$ cat src/logic/sfe_pkg.sv
package sfe_pkg;
  // ======================================================
  // opcodes
  localparam logic [7:0] OP_SECT_A = 8'hd7;
  localparam logic [7:0] OP_SECT_B = 8'h20;
  localparam logic [7:0] OP_BLK32 = 8'h52;
  localparam logic [7:0] OP_BLK64 = 8'hd8;
  localparam logic [7:0] OP_CHIP_A = 8'hc7;
  localparam logic [7:0] OP_CHIP_B = 8'h60;
  localparam logic [7:0] OP_SET_WEL = 8'h06;
  localparam logic [7:0] OP_CLR_WEL = 8'h04;
  localparam logic [7:0] OP_STAT_RD = 8'h05;
  localparam logic [7:0] OP_STAT_WR = 8'h01;
  localparam logic [7:0] OP_FUNC_RD = 8'h48;
  localparam logic [7:0] OP_FUNC_WR = 8'h42;
  localparam logic [7:0] OP_QUAD_ON = 8'h35;
  localparam logic [7:0] OP_QUAD_OFF = 8'hf5;
  localparam logic [7:0] OP_SUSP_A = 8'h75;
  localparam logic [7:0] OP_SUSP_B = 8'hb0;
  localparam logic [7:0] OP_RESM_A = 8'h7a;
  localparam logic [7:0] OP_RESM_B = 8'h30;
  localparam logic [7:0] OP_RDPAR_A = 8'hc0;
  localparam logic [7:0] OP_RDPAR_B = 8'h63;
  localparam logic [7:0] OP_XRDPAR = 8'h83;
  // ======================================================
  // command lengths in bits
  localparam logic [5:0] LEN_OP = 6'h08;
  localparam logic [5:0] LEN_DATA = 6'h10;
  localparam logic [5:0] LEN_ADDR = 6'h20;
  localparam logic [5:0] LEN_SAT = 6'h38;
  // ======================================================
  // status and function register layout
  localparam int ST_WIP = 0;
  localparam int ST_WEL = 1;
  localparam int FR_PROGRAM_SUSPENDED_FLAG = 2;
  localparam int FR_ERASE_SUSPENDED_FLAG = 3;
  localparam logic [7:0] STAT_NV_MASK = 8'hfc;
  localparam logic [7:0] FUNC_OTP_MASK = 8'hf3;
  localparam logic [7:0] STAT_NV_RESET = 8'h00;
  localparam logic [7:0] FUNC_OTP_RESET = 8'h00;
  localparam logic [7:0] RDPAR_RESET = 8'h00;
  // ======================================================
  // region alignment
  localparam logic [23:0] SECT_MASK = 24'hfff000;
  localparam logic [23:0] BLK32_MASK = 24'hff8000;
  localparam logic [23:0] BLK64_MASK = 24'hff0000;
  // ======================================================
  // timing
  localparam int CLK_PERIOD_NS = 100;
  localparam int SUS_READY_US = 100;
  localparam int RES_GUARD_US = 400;
  localparam int SUS_READY_CYC = SUS_READY_US * 1000 / CLK_PERIOD_NS;
  localparam int RES_GUARD_CYC = (RES_GUARD_US * 1000 + CLK_PERIOD_NS - 1) / CLK_PERIOD_NS;
  localparam int TMR_W = 12;
  // ======================================================
  // types
  typedef enum logic [1:0] {EK_SECT, EK_BLK32, EK_BLK64, EK_CHIP} sfe_erase_kind_t;
  typedef enum logic [1:0] {OS_IDLE, OS_RUN, OS_SUSP} sfe_op_state_t;
  typedef struct packed {
    logic valid;
    sfe_erase_kind_t kind;
    logic [23:0] base;
  } sfe_erase_req_t;
endpackage

$ cat src/logic/sfe_erase_ctrl.sv
`timescale 1ns/1ps
module sfe_erase_ctrl
  import sfe_pkg::*;
#(
  parameter int SECT_ERASE_CYC = 20000,
  parameter int BLK32_ERASE_CYC = 50000,
  parameter int BLK64_ERASE_CYC = 80000,
  parameter int CHIP_ERASE_CYC = 400000,
  parameter int PROG_CYC = 5000,
  parameter int STAT_WR_CYC = 5000,
  parameter int CNT_W = 24
)
(
  // clock and reset
  input wire logic clk_sys,
  input wire logic arst_n,
  // serial pins
  input wire logic csN,
  input wire logic sck,
  input wire logic [3:0] ioIn,
  output logic [3:0] ioOut,
  output logic [3:0] ioOe,
  // page program datapath
  input wire logic progStart,
  output logic progDone,
  // array erase request, valid for one cycle
  output sfe_erase_req_t eraseDone,
  // visible state
  output logic [7:0] statusReg,
  output logic [7:0] funcReg,
  output logic [7:0] readParam,
  output logic [7:0] extReadParam,
  output logic quadMode
);

  // ======================================================
  // parameter checks
  if (CNT_W < 2 || CNT_W > 31 || CHIP_ERASE_CYC >= 2 ** CNT_W || SECT_ERASE_CYC < 1 ||
      BLK32_ERASE_CYC < 1 || BLK64_ERASE_CYC < 1 || CHIP_ERASE_CYC < 1 ||
      PROG_CYC < 1 || PROG_CYC >= 2 ** CNT_W || STAT_WR_CYC < 1 || STAT_WR_CYC >= 2 ** CNT_W)
  begin : gBadParam
    $error("sfe_erase_ctrl: counts do not fit CNT_W");
  end

  // ======================================================
  // pin synchronisers and edge detect
  logic [1:0] csSync;
  logic [1:0] sckSync;
  logic [3:0] ioSync1;
  logic [3:0] ioSync2;
  logic csPrev;
  logic sckPrev;

  always_ff @(posedge clk_sys or negedge arst_n)
  begin
    if (!arst_n)
    begin
      csSync <= 2'h3;
      sckSync <= 2'h0;
      ioSync1 <= 4'h0;
      ioSync2 <= 4'h0;
      csPrev <= 1'b1;
      sckPrev <= 1'b0;
    end
    else
    begin
      csSync <= {csSync[0], csN};
      sckSync <= {sckSync[0], sck};
      ioSync1 <= ioIn;
      ioSync2 <= ioSync1;
      csPrev <= csSync[1];
      sckPrev <= sckSync[1];
    end
  end

  wire csLow = ~csSync[1];
  wire csRise = csSync[1] & ~csPrev;
  wire sckRise = csLow & sckSync[1] & ~sckPrev;
  wire sckFall = csLow & ~sckSync[1] & sckPrev;

  // ======================================================
  // command shifter, one bit or one nibble per rising clock
  logic [31:0] shiftReg;
  logic [5:0] bitCnt;
  logic [7:0] opcode;
  logic rdStat;
  logic rdFunc;

  wire [31:0] shiftIn = quadMode ? {shiftReg[27:0], ioSync2} : {shiftReg[30:0], ioSync2[0]};
  wire [5:0] cntStep = quadMode ? 6'h04 : 6'h01;
  wire [5:0] cntIn = (bitCnt >= LEN_SAT) ? bitCnt : bitCnt + cntStep;
  wire opDone = sckRise && cntIn == LEN_OP;

  // ======================================================
  // operation state
  sfe_op_state_t eraseSt;
  sfe_op_state_t progSt;
  sfe_op_state_t next_eraseSt;
  sfe_op_state_t next_progSt;
  sfe_erase_kind_t eraseKind;
  logic [23:0] eraseBase;
  logic [CNT_W-1:0] eraseCnt;
  logic [CNT_W-1:0] progCnt;
  logic [CNT_W-1:0] statCnt;
  logic [TMR_W-1:0] susTmr;
  logic [TMR_W-1:0] guardTmr;
  logic writeEnableLatch;
  logic [7:0] statNv;
  logic [7:0] funcOtp;

  wire program_suspended_flag = progSt == OS_SUSP;
  wire erase_suspended_flag = eraseSt == OS_SUSP;
  wire anySusp = program_suspended_flag | erase_suspended_flag;
  wire eraseRun = eraseSt == OS_RUN;
  wire progRun = progSt == OS_RUN;
  wire in_progress_flag = eraseRun | progRun | (statCnt != '0) | (susTmr != '0);

  // ======================================================
  // command decode at select rise
  wire isSect = opcode == OP_SECT_A || opcode == OP_SECT_B;
  wire isBlk32 = opcode == OP_BLK32;
  wire isBlk64 = opcode == OP_BLK64;
  wire isChip = opcode == OP_CHIP_A || opcode == OP_CHIP_B;
  wire isSusp = opcode == OP_SUSP_A || opcode == OP_SUSP_B;
  wire isResm = opcode == OP_RESM_A || opcode == OP_RESM_B;
  wire lenOp = bitCnt == LEN_OP;
  wire lenData = bitCnt == LEN_DATA;
  wire lenAddr = bitCnt == LEN_ADDR;
  wire idleOk = csRise && !in_progress_flag;
  wire wrOk = idleOk && writeEnableLatch && !anySusp;
  wire regionCmd = (isSect || isBlk32 || isBlk64) && lenAddr;
  wire goErase = wrOk && (regionCmd || (isChip && lenOp));
  wire goSetWel = idleOk && !program_suspended_flag && opcode == OP_SET_WEL && lenOp;
  wire goClrWel = idleOk && !anySusp && opcode == OP_CLR_WEL && lenOp;
  wire goStatWr = wrOk && opcode == OP_STAT_WR && lenData;
  wire goFuncWr = wrOk && opcode == OP_FUNC_WR && lenData;
  wire goQuadOn = idleOk && !anySusp && !quadMode && opcode == OP_QUAD_ON && lenOp;
  wire goQuadOff = idleOk && !anySusp && quadMode && opcode == OP_QUAD_OFF && lenOp;
  wire goRdPar = idleOk && (opcode == OP_RDPAR_A || opcode == OP_RDPAR_B) && lenData;
  wire goXRdPar = idleOk && opcode == OP_XRDPAR && lenData;
  wire suspTarget = progRun || (eraseRun && eraseKind != EK_CHIP);
  wire goSusp = csRise && isSusp && lenOp && suspTarget && susTmr == '0 && statCnt == '0 && guardTmr == '0;
  wire goResm = idleOk && isResm && lenOp && anySusp;
  wire progOk = progStart && !in_progress_flag && !program_suspended_flag && progSt == OS_IDLE;

  // ======================================================
  // completion events
  wire eraseFin = eraseRun && eraseCnt == CNT_W'(1) && !(goSusp && !progRun);
  wire progFin = progRun && progCnt == CNT_W'(1) && !goSusp;
  wire statFin = statCnt == CNT_W'(1);

  // region base with low bits dropped and its run length
  wire [23:0] addrIn = shiftReg[23:0];
  wire [23:0] baseIn = isSect ? (addrIn & SECT_MASK) : isBlk32 ? (addrIn & BLK32_MASK) :
                       isBlk64 ? (addrIn & BLK64_MASK) : 24'h000000;
  wire sfe_erase_kind_t kindIn = isSect ? EK_SECT : isBlk32 ? EK_BLK32 : isBlk64 ? EK_BLK64 : EK_CHIP;
  wire [CNT_W-1:0] lenIn = isSect ? CNT_W'(SECT_ERASE_CYC) : isBlk32 ? CNT_W'(BLK32_ERASE_CYC) :
                           isBlk64 ? CNT_W'(BLK64_ERASE_CYC) : CNT_W'(CHIP_ERASE_CYC);

  // ======================================================
  // erase and program state machines
  always_comb
  begin
    next_eraseSt = eraseSt;
    unique case (eraseSt)
      OS_IDLE:
        if (goErase)
          next_eraseSt = OS_RUN;
      OS_RUN:
        if (goSusp && !progRun)
          next_eraseSt = OS_SUSP;
        else if (eraseFin)
          next_eraseSt = OS_IDLE;
      OS_SUSP:
        if (goResm && !program_suspended_flag)
          next_eraseSt = OS_RUN;
      default:
        next_eraseSt = OS_IDLE;
    endcase
  end

  always_comb
  begin
    next_progSt = progSt;
    unique case (progSt)
      OS_IDLE:
        if (progOk)
          next_progSt = OS_RUN;
      OS_RUN:
        if (goSusp)
          next_progSt = OS_SUSP;
        else if (progFin)
          next_progSt = OS_IDLE;
      OS_SUSP:
        if (goResm)
          next_progSt = OS_RUN;
      default:
        next_progSt = OS_IDLE;
    endcase
  end

  // write latch: set by command, cleared by clear command, suspend, function write or completion
  wire welClr = goClrWel || goSusp || eraseFin || progFin || statFin || goFuncWr;
  wire next_wel = goSetWel ? 1'b1 : welClr ? 1'b0 : writeEnableLatch;

  // ======================================================
  // shifter and control registers
  always_ff @(posedge clk_sys or negedge arst_n)
  begin
    if (!arst_n)
    begin
      shiftReg <= 32'h00000000;
      bitCnt <= 6'h00;
      opcode <= 8'h00;
      rdStat <= 1'b0;
      rdFunc <= 1'b0;
    end
    else if (!csLow)
    begin
      bitCnt <= 6'h00;
      rdStat <= 1'b0;
      rdFunc <= 1'b0;
    end
    else if (sckRise)
    begin
      shiftReg <= shiftIn;
      bitCnt <= cntIn;
      if (opDone)
      begin
        opcode <= shiftIn[7:0];
        rdStat <= shiftIn[7:0] == OP_STAT_RD;
        rdFunc <= shiftIn[7:0] == OP_FUNC_RD && !in_progress_flag;
      end
    end
  end

  // operation counters and region capture
  always_ff @(posedge clk_sys or negedge arst_n)
  begin
    if (!arst_n)
    begin
      eraseSt <= OS_IDLE;
      progSt <= OS_IDLE;
      eraseKind <= EK_SECT;
      eraseBase <= 24'h000000;
      eraseCnt <= '0;
      progCnt <= '0;
    end
    else
    begin
      eraseSt <= next_eraseSt;
      progSt <= next_progSt;
      if (goErase)
      begin
        eraseKind <= kindIn;
        eraseBase <= baseIn;
        eraseCnt <= lenIn;
      end
      else if (eraseRun && next_eraseSt == OS_RUN)
        eraseCnt <= eraseCnt - CNT_W'(1); // held while suspended
      if (progOk)
        progCnt <= CNT_W'(PROG_CYC);
      else if (progRun && next_progSt == OS_RUN)
        progCnt <= progCnt - CNT_W'(1);
    end
  end

  // timers for status write, suspend latency and resume guard
  always_ff @(posedge clk_sys or negedge arst_n)
  begin
    if (!arst_n)
    begin
      statCnt <= '0;
      susTmr <= '0;
      guardTmr <= '0;
    end
    else
    begin
      statCnt <= goStatWr ? CNT_W'(STAT_WR_CYC) : (statCnt != '0) ? statCnt - CNT_W'(1) : statCnt;
      susTmr <= goSusp ? TMR_W'(SUS_READY_CYC) : (susTmr != '0) ? susTmr - TMR_W'(1) : susTmr;
      guardTmr <= goResm ? TMR_W'(RES_GUARD_CYC) : (guardTmr != '0) ? guardTmr - TMR_W'(1) : guardTmr;
    end
  end

  // latch, mode and stored settings
  always_ff @(posedge clk_sys or negedge arst_n)
  begin
    if (!arst_n)
    begin
      writeEnableLatch <= 1'b0;
      quadMode <= 1'b0;
      statNv <= STAT_NV_RESET;
      funcOtp <= FUNC_OTP_RESET;
      readParam <= RDPAR_RESET;
      extReadParam <= RDPAR_RESET;
    end
    else
    begin
      writeEnableLatch <= next_wel;
      if (goQuadOn || goQuadOff)
        quadMode <= goQuadOn;
      if (goStatWr)
        statNv <= shiftReg[7:0] & STAT_NV_MASK;
      if (goFuncWr)
        funcOtp <= funcOtp | (shiftReg[7:0] & FUNC_OTP_MASK);
      if (goRdPar)
        readParam <= shiftReg[7:0];
      if (goXRdPar)
        extReadParam <= shiftReg[7:0];
    end
  end

  // ======================================================
  // live register views
  logic [7:0] liveStat;
  logic [7:0] liveFunc;

  always_comb
  begin
    liveStat = statNv & STAT_NV_MASK;
    liveStat[ST_WEL] = writeEnableLatch;
    liveStat[ST_WIP] = in_progress_flag;
    liveFunc = funcOtp & FUNC_OTP_MASK;
    liveFunc[FR_PROGRAM_SUSPENDED_FLAG] = program_suspended_flag;
    liveFunc[FR_ERASE_SUSPENDED_FLAG] = erase_suspended_flag;
  end

  // ======================================================
  // read serialiser, shifts out on falling clock, repeats byte
  logic [7:0] curByte;
  logic [2:0] outPtr;

  wire [7:0] srcByte = (outPtr != 3'h0) ? curByte : rdStat ? liveStat : liveFunc;
  wire rdActive = rdStat | rdFunc;

  always_ff @(posedge clk_sys or negedge arst_n)
  begin
    if (!arst_n)
    begin
      curByte <= 8'h00;
      outPtr <= 3'h0;
      ioOut <= 4'h0;
      ioOe <= 4'h0;
    end
    else if (!csLow || !rdActive)
    begin
      outPtr <= 3'h0;
      ioOut <= 4'h0;
      ioOe <= 4'h0;
    end
    else if (sckFall)
    begin
      ioOut <= quadMode ? srcByte[7:4] : {2'b00, srcByte[7], 1'b0};
      ioOe <= quadMode ? 4'hf : 4'h2;
      curByte <= quadMode ? {srcByte[3:0], 4'h0} : {srcByte[6:0], 1'b0};
      outPtr <= outPtr + (quadMode ? 3'h4 : 3'h1);
    end
  end

  // ======================================================
  // registered outputs
  always_ff @(posedge clk_sys or negedge arst_n)
  begin
    if (!arst_n)
    begin
      statusReg <= 8'h00;
      funcReg <= 8'h00;
      progDone <= 1'b0;
      eraseDone <= '0;
    end
    else
    begin
      statusReg <= liveStat;
      funcReg <= liveFunc;
      progDone <= progFin;
      eraseDone.valid <= eraseFin;
      eraseDone.kind <= eraseKind;
      eraseDone.base <= eraseBase;
    end
  end

endmodule

$ cat config.mk
export PLATFORM = sky130hd
export DESIGN_NAME = sfe_erase_ctrl
export DESIGN_NICKNAME = d
export VERILOG_FILES = /design/src/logic/sfe_pkg.sv /design/src/logic/sfe_erase_ctrl.sv
export SDC_FILE = /design/constraint.sdc
export NUM_CORES = 1
export LEC_CHECK = 0
export BUFFER_PORTS_ARGS = -buffer_cell sky130_fd_sc_hd__buf_2
export CORE_ASPECT_RATIO = 2
export CORE_MARGIN = 3
export CORE_UTILIZATION = 58
export DETAILED_ROUTE_END_ITERATION = 8
export GPL_ROUTABILITY_DRIVEN = 0
export PLACE_DENSITY_LB_ADDON = 0.05
export SETUP_SLACK_MARGIN = 0.5
export SLEW_MARGIN = 20
export SYNTH_ARGS = -nofsm -noshare
export SYNTH_HDL_FRONTEND = slang
export SYNTH_SLANG_ARGS = --single-unit
export TNS_END_PERCENT = 20
$ cat constraint.sdc
create_clock -name clk_sys -period 3.45 [get_ports clk_sys]
set_input_delay 0.69 -clock clk_sys [delete_from_list [all_inputs] [get_ports clk_sys]]
set_output_delay 0.69 -clock clk_sys [all_outputs]
set_load 0.05 [all_outputs]
==> results.yml <==
floorplanning:
  io-pin-count: 78
  core_rows: 72
  die_h_um: 204.5
  floorplan.core_area_um2: 19370
  design.die.area_um2: 21520
  dieWidth_um: 105.2
  initial_util: 0.5899
yosys:
  synth_enable_flop_cells: 0
  synth_flop_cell: "sky130_fd_sc_hd__dfrtp_1"
  synth_seq_area_share: 0.5391
  ys_seq_elements: 246
  yosysWarnings: 0
  syn-cell-area_um2: 11430
  netlist_instances: 1092
  synth.avg_cell_area_um2: 10.46
  synthArstFlopShare: 1.000
  synth_cell_type_count: 72
worst_setup_path:
  cp.required_ns: 3.87
  endpoint_kind: "register"
  startpoint_type: "register"
  reg2regPathDepth: 9
  worst-endpoint-arrival_ns: 3.30
  setup.worst_path.class: "reg2reg"
  critPathMaxFanout: 8
  r2r_end: "progCnt[9]"
  cp_slowest_cell: "sky130_fd_sc_hd__or4_4"
  r2r-start: "susTmr[0]"
  crit_chain: "inv_1 -> ha_1 -> nor4b_4 -> nand3_4 -> or4_4 -> nor4b_2 -> buf_4 -> nor2_1 -> mux2i_1"
  delay_contributed_by_the_slowest_stage_of_the_critical_path_ns: 0.61
  timing.reg2reg.setup_slack_ns: 0.57
cts:
  tritoncts_num_sinks: 246
  cts_made_buffers: 22
  ctsHtreeMaxLevel: 1
  cts_max_path_buffers: 3
  worst_skew_pair.late_latency_ns: 0.51
  clock_tree.root_cell: "sky130_fd_sc_hd__clkbuf_16"
  cts_tree: "yes"
  path_clk_slew_ns: 0.07
grt:
  grt_start_max_net_pins: 112
  grt_pass1_vias: 8474
  total_track_usage: 0.2418
  grt_first_pass_wirelength_um: 42290
  number_of_antenna_violations_at_the_first_check_in_global_routing: 0
  grt_remaining_overflow: 0
routing:
  antenna_violating_nets_post_route: 0
  wl_cell_um: 17.69
  drt_pre_antenna_iters: 5
  dr.first_iter.drc_count: 460
  routed-via-count: 8202
  avgViaCountPerCell: 5.692
  routed_wl_um: 25500
  drc_errors: 0
power_and_ir_drop:
  static-leakage-power_nw: 6.273
  worst_ir_drop_vdd_uv: 512.3
  p_per_area_nw_per_um2: 470.8
sta:
  rsz_0062_raised_after_global_routing: "true"
  min_period_ns: 2.881
  fin_hold_ws_ns: 0.2321
  setup-tns-final_ns: 0
  report.final.hold_viol_count: 0
  final_critical_path_setup_slack_ns: 0.5695
  max-slew-margin-rel: 0.4121
  worst_pin_slew_ns: 0.8819
  timing.final.setup_violations: 0
  max_freq_ghz: 0.3472
  finalMaxSlewViolations: 0
  final_min_period_over_clock_period: 0.8349
  final.setup_skew_ns: 0.01061
placement:
  place.port_buffers: 65
  detailed_placement_hpwl_um: 18260
  place_worst_setup_slack_ns: 0.4999
cells_and_area:
  layout.cells.most_common_list: "242 x sky130_fd_sc_hd__dfrtp_1, 117 x sky130_fd_sc_hd__nand2_1, 107 x sky130_fd_sc_hd__nor2_1"
  diodes: 0
  final_net_count: 1193
  final_common_cell: "sky130_fd_sc_hd__dfrtp_1"
  fill_cell_instance_count_of_the_final_layout: 1583
  areaGrowthSynthToFinish_pct: 13.16
  ratio_of_cells_with_drive_above_1_in_the_final_layout: 0.1616
status:
  outcome: "completed"
hold_path:
  timing.hold.worst.class: "in2async"
flow_run:
  drv.max_cap_violation_count: 0
[cell usage after synthesis (all sizes together) (3+ instances only)]
cell / n / share of area
a21o: 10 / 0.0066
inv: 13 / 0.0043
dfstp: 3 / 0.0069
a21oi: 66 / 0.029
o211ai: 5 / 0.0033
nand2b: 12 / 0.0066
nand2: 117 / 0.038
o41ai: 4 / 0.0031
xnor2: 21 / 0.016
a31oi: 3 / 0.0016
a22o: 3 / 0.0023
o21ai: 47 / 0.021
or2: 6 / 0.0033
o21a: 3 / 0.0020
clkbuf: 36 / 0.012
nor4b: 8 / 0.0080
nand3b: 8 / 0.0064
nor3b: 5 / 0.0033
mux2i: 42 / 0.037
nor2: 109 / 0.036
nor3: 37 / 0.017
a22oi: 3 / 0.0020
mux2: 26 / 0.026
and2: 5 / 0.0027
and4: 3 / 0.0023
o31ai: 3 / 0.0020
nand4b: 12 / 0.0092
buf: 22 / 0.014
nand4: 11 / 0.0060
nand3: 40 / 0.019
or3: 18 / 0.0099
nor4: 35 / 0.025
nor2b: 12 / 0.0066
or4: 10 / 0.0069
xor2: 44 / 0.034
and4b: 3 / 0.0026
dfrtp: 243 / 0.53
ha: 15 / 0.016
and3: 6 / 0.0033
[repair_timing]
item | 4_1_cts | 5_1_grt
buffers inserted | 0 | 3
pin swaps | 0 | 1
endpoints found under the setup margin | 3 | 51
gates resized for setup | 0 | 7
hold buffers | 0 | 0
[routing by layer]
layer | share of wire | up-vias | global-route usage
met3 | 0.034 | 45 | 0.03027
li1 | - | 3968 | -
met1 | 0.38 | 4034 | 0.2709
met5 | 0 | - | 0
met2 | 0.56 | 155 | 0.4632
met4 | 0.030 | 0 | 0.08541
[stage by stage]
stage | utilization | cells | total power [W] | cell area [um^2]
after global routing | 0.6676 | 1441 | 0.006318 | 12930
final | 0.6676 | 1441 | 0.006088 | 12930
after global placement | 0.6263 | 1401 | 0.003554 | 12130
after CTS | 0.6650 | 1438 | 0.006157 | 12880
after detailed placement | 0.6263 | 1401 | 0.003570 | 12130
after floorplan | - | 1103 | 0.003387 | 11470
[sequential cells by signal (all words and copies together), names as in the netlist, 7 cells and up]
register	flops
statCnt	24
opcode	8
susTmr	12
shiftReg	24
readParam	8
statusReg	8
funcReg	8
extReadParam	8
eraseBase	12
curByte	7
eraseCnt	24
guardTmr	12
progCnt	24
eraseDone	15
[worst max-delay path by stage]
stage	to	start	slack, ns	cells past startpoint
finish	progCnt[9]	susTmr[0]	0.57	9
global route	eraseCnt[10]	eraseCnt[4]	0.42	6
CTS	eraseCnt[15]	opcode[0]	0.49	7
detailed placement	eraseCnt[15]	opcode[1]	0.50	7
global placement	eraseCnt[15]	opcode[0]	0.61	7
floorplan	rdFunc	quadMode	0.60	11
[critical path: cells and delay by family (launching register included)]
kind                       cells  cell delay (ns)
and+or+nand+nor                5             1.67
DFF                            1             0.41
buffers and inverters          2             0.38
adders and majority gates      1             0.17
muxes                          1             0.15
[power by group]
part	switching, W	internal, W
registers	0.000172	0.00301
clock network	0.00107	0.00152
logic	0.000202	0.000125
total	0.00144	0.00465
[cell families (layout without fill, tap and decap cells)]
family          count (synthesis)  in the layout  synth area share
mux                            68             68           0.06242
compound gates                161            161           0.08333
simple gates                  464            464            0.2182
buf+inv                        72            151           0.03033
xor+xnor                       65             65           0.04983
flops                         246            246            0.5391
fa+ha+maj                      15             15           0.01643
other cells                     1             12         0.0003282
[area by class of cell]
cell class                      count  area (um^2)  area share
Sequential cell                   246         6161      0.4765
Clock buffer                       32        639.4     0.04945
Multi-Input combinational cell    785         4995      0.3863
Inverter                           14        52.55    0.004064
Clock inverter                      5        110.1    0.008516
Timing Repair Buffer              100        648.1     0.05013
Tap cell                          259        324.1     0.02506
(Power assumes the default switching activity.)
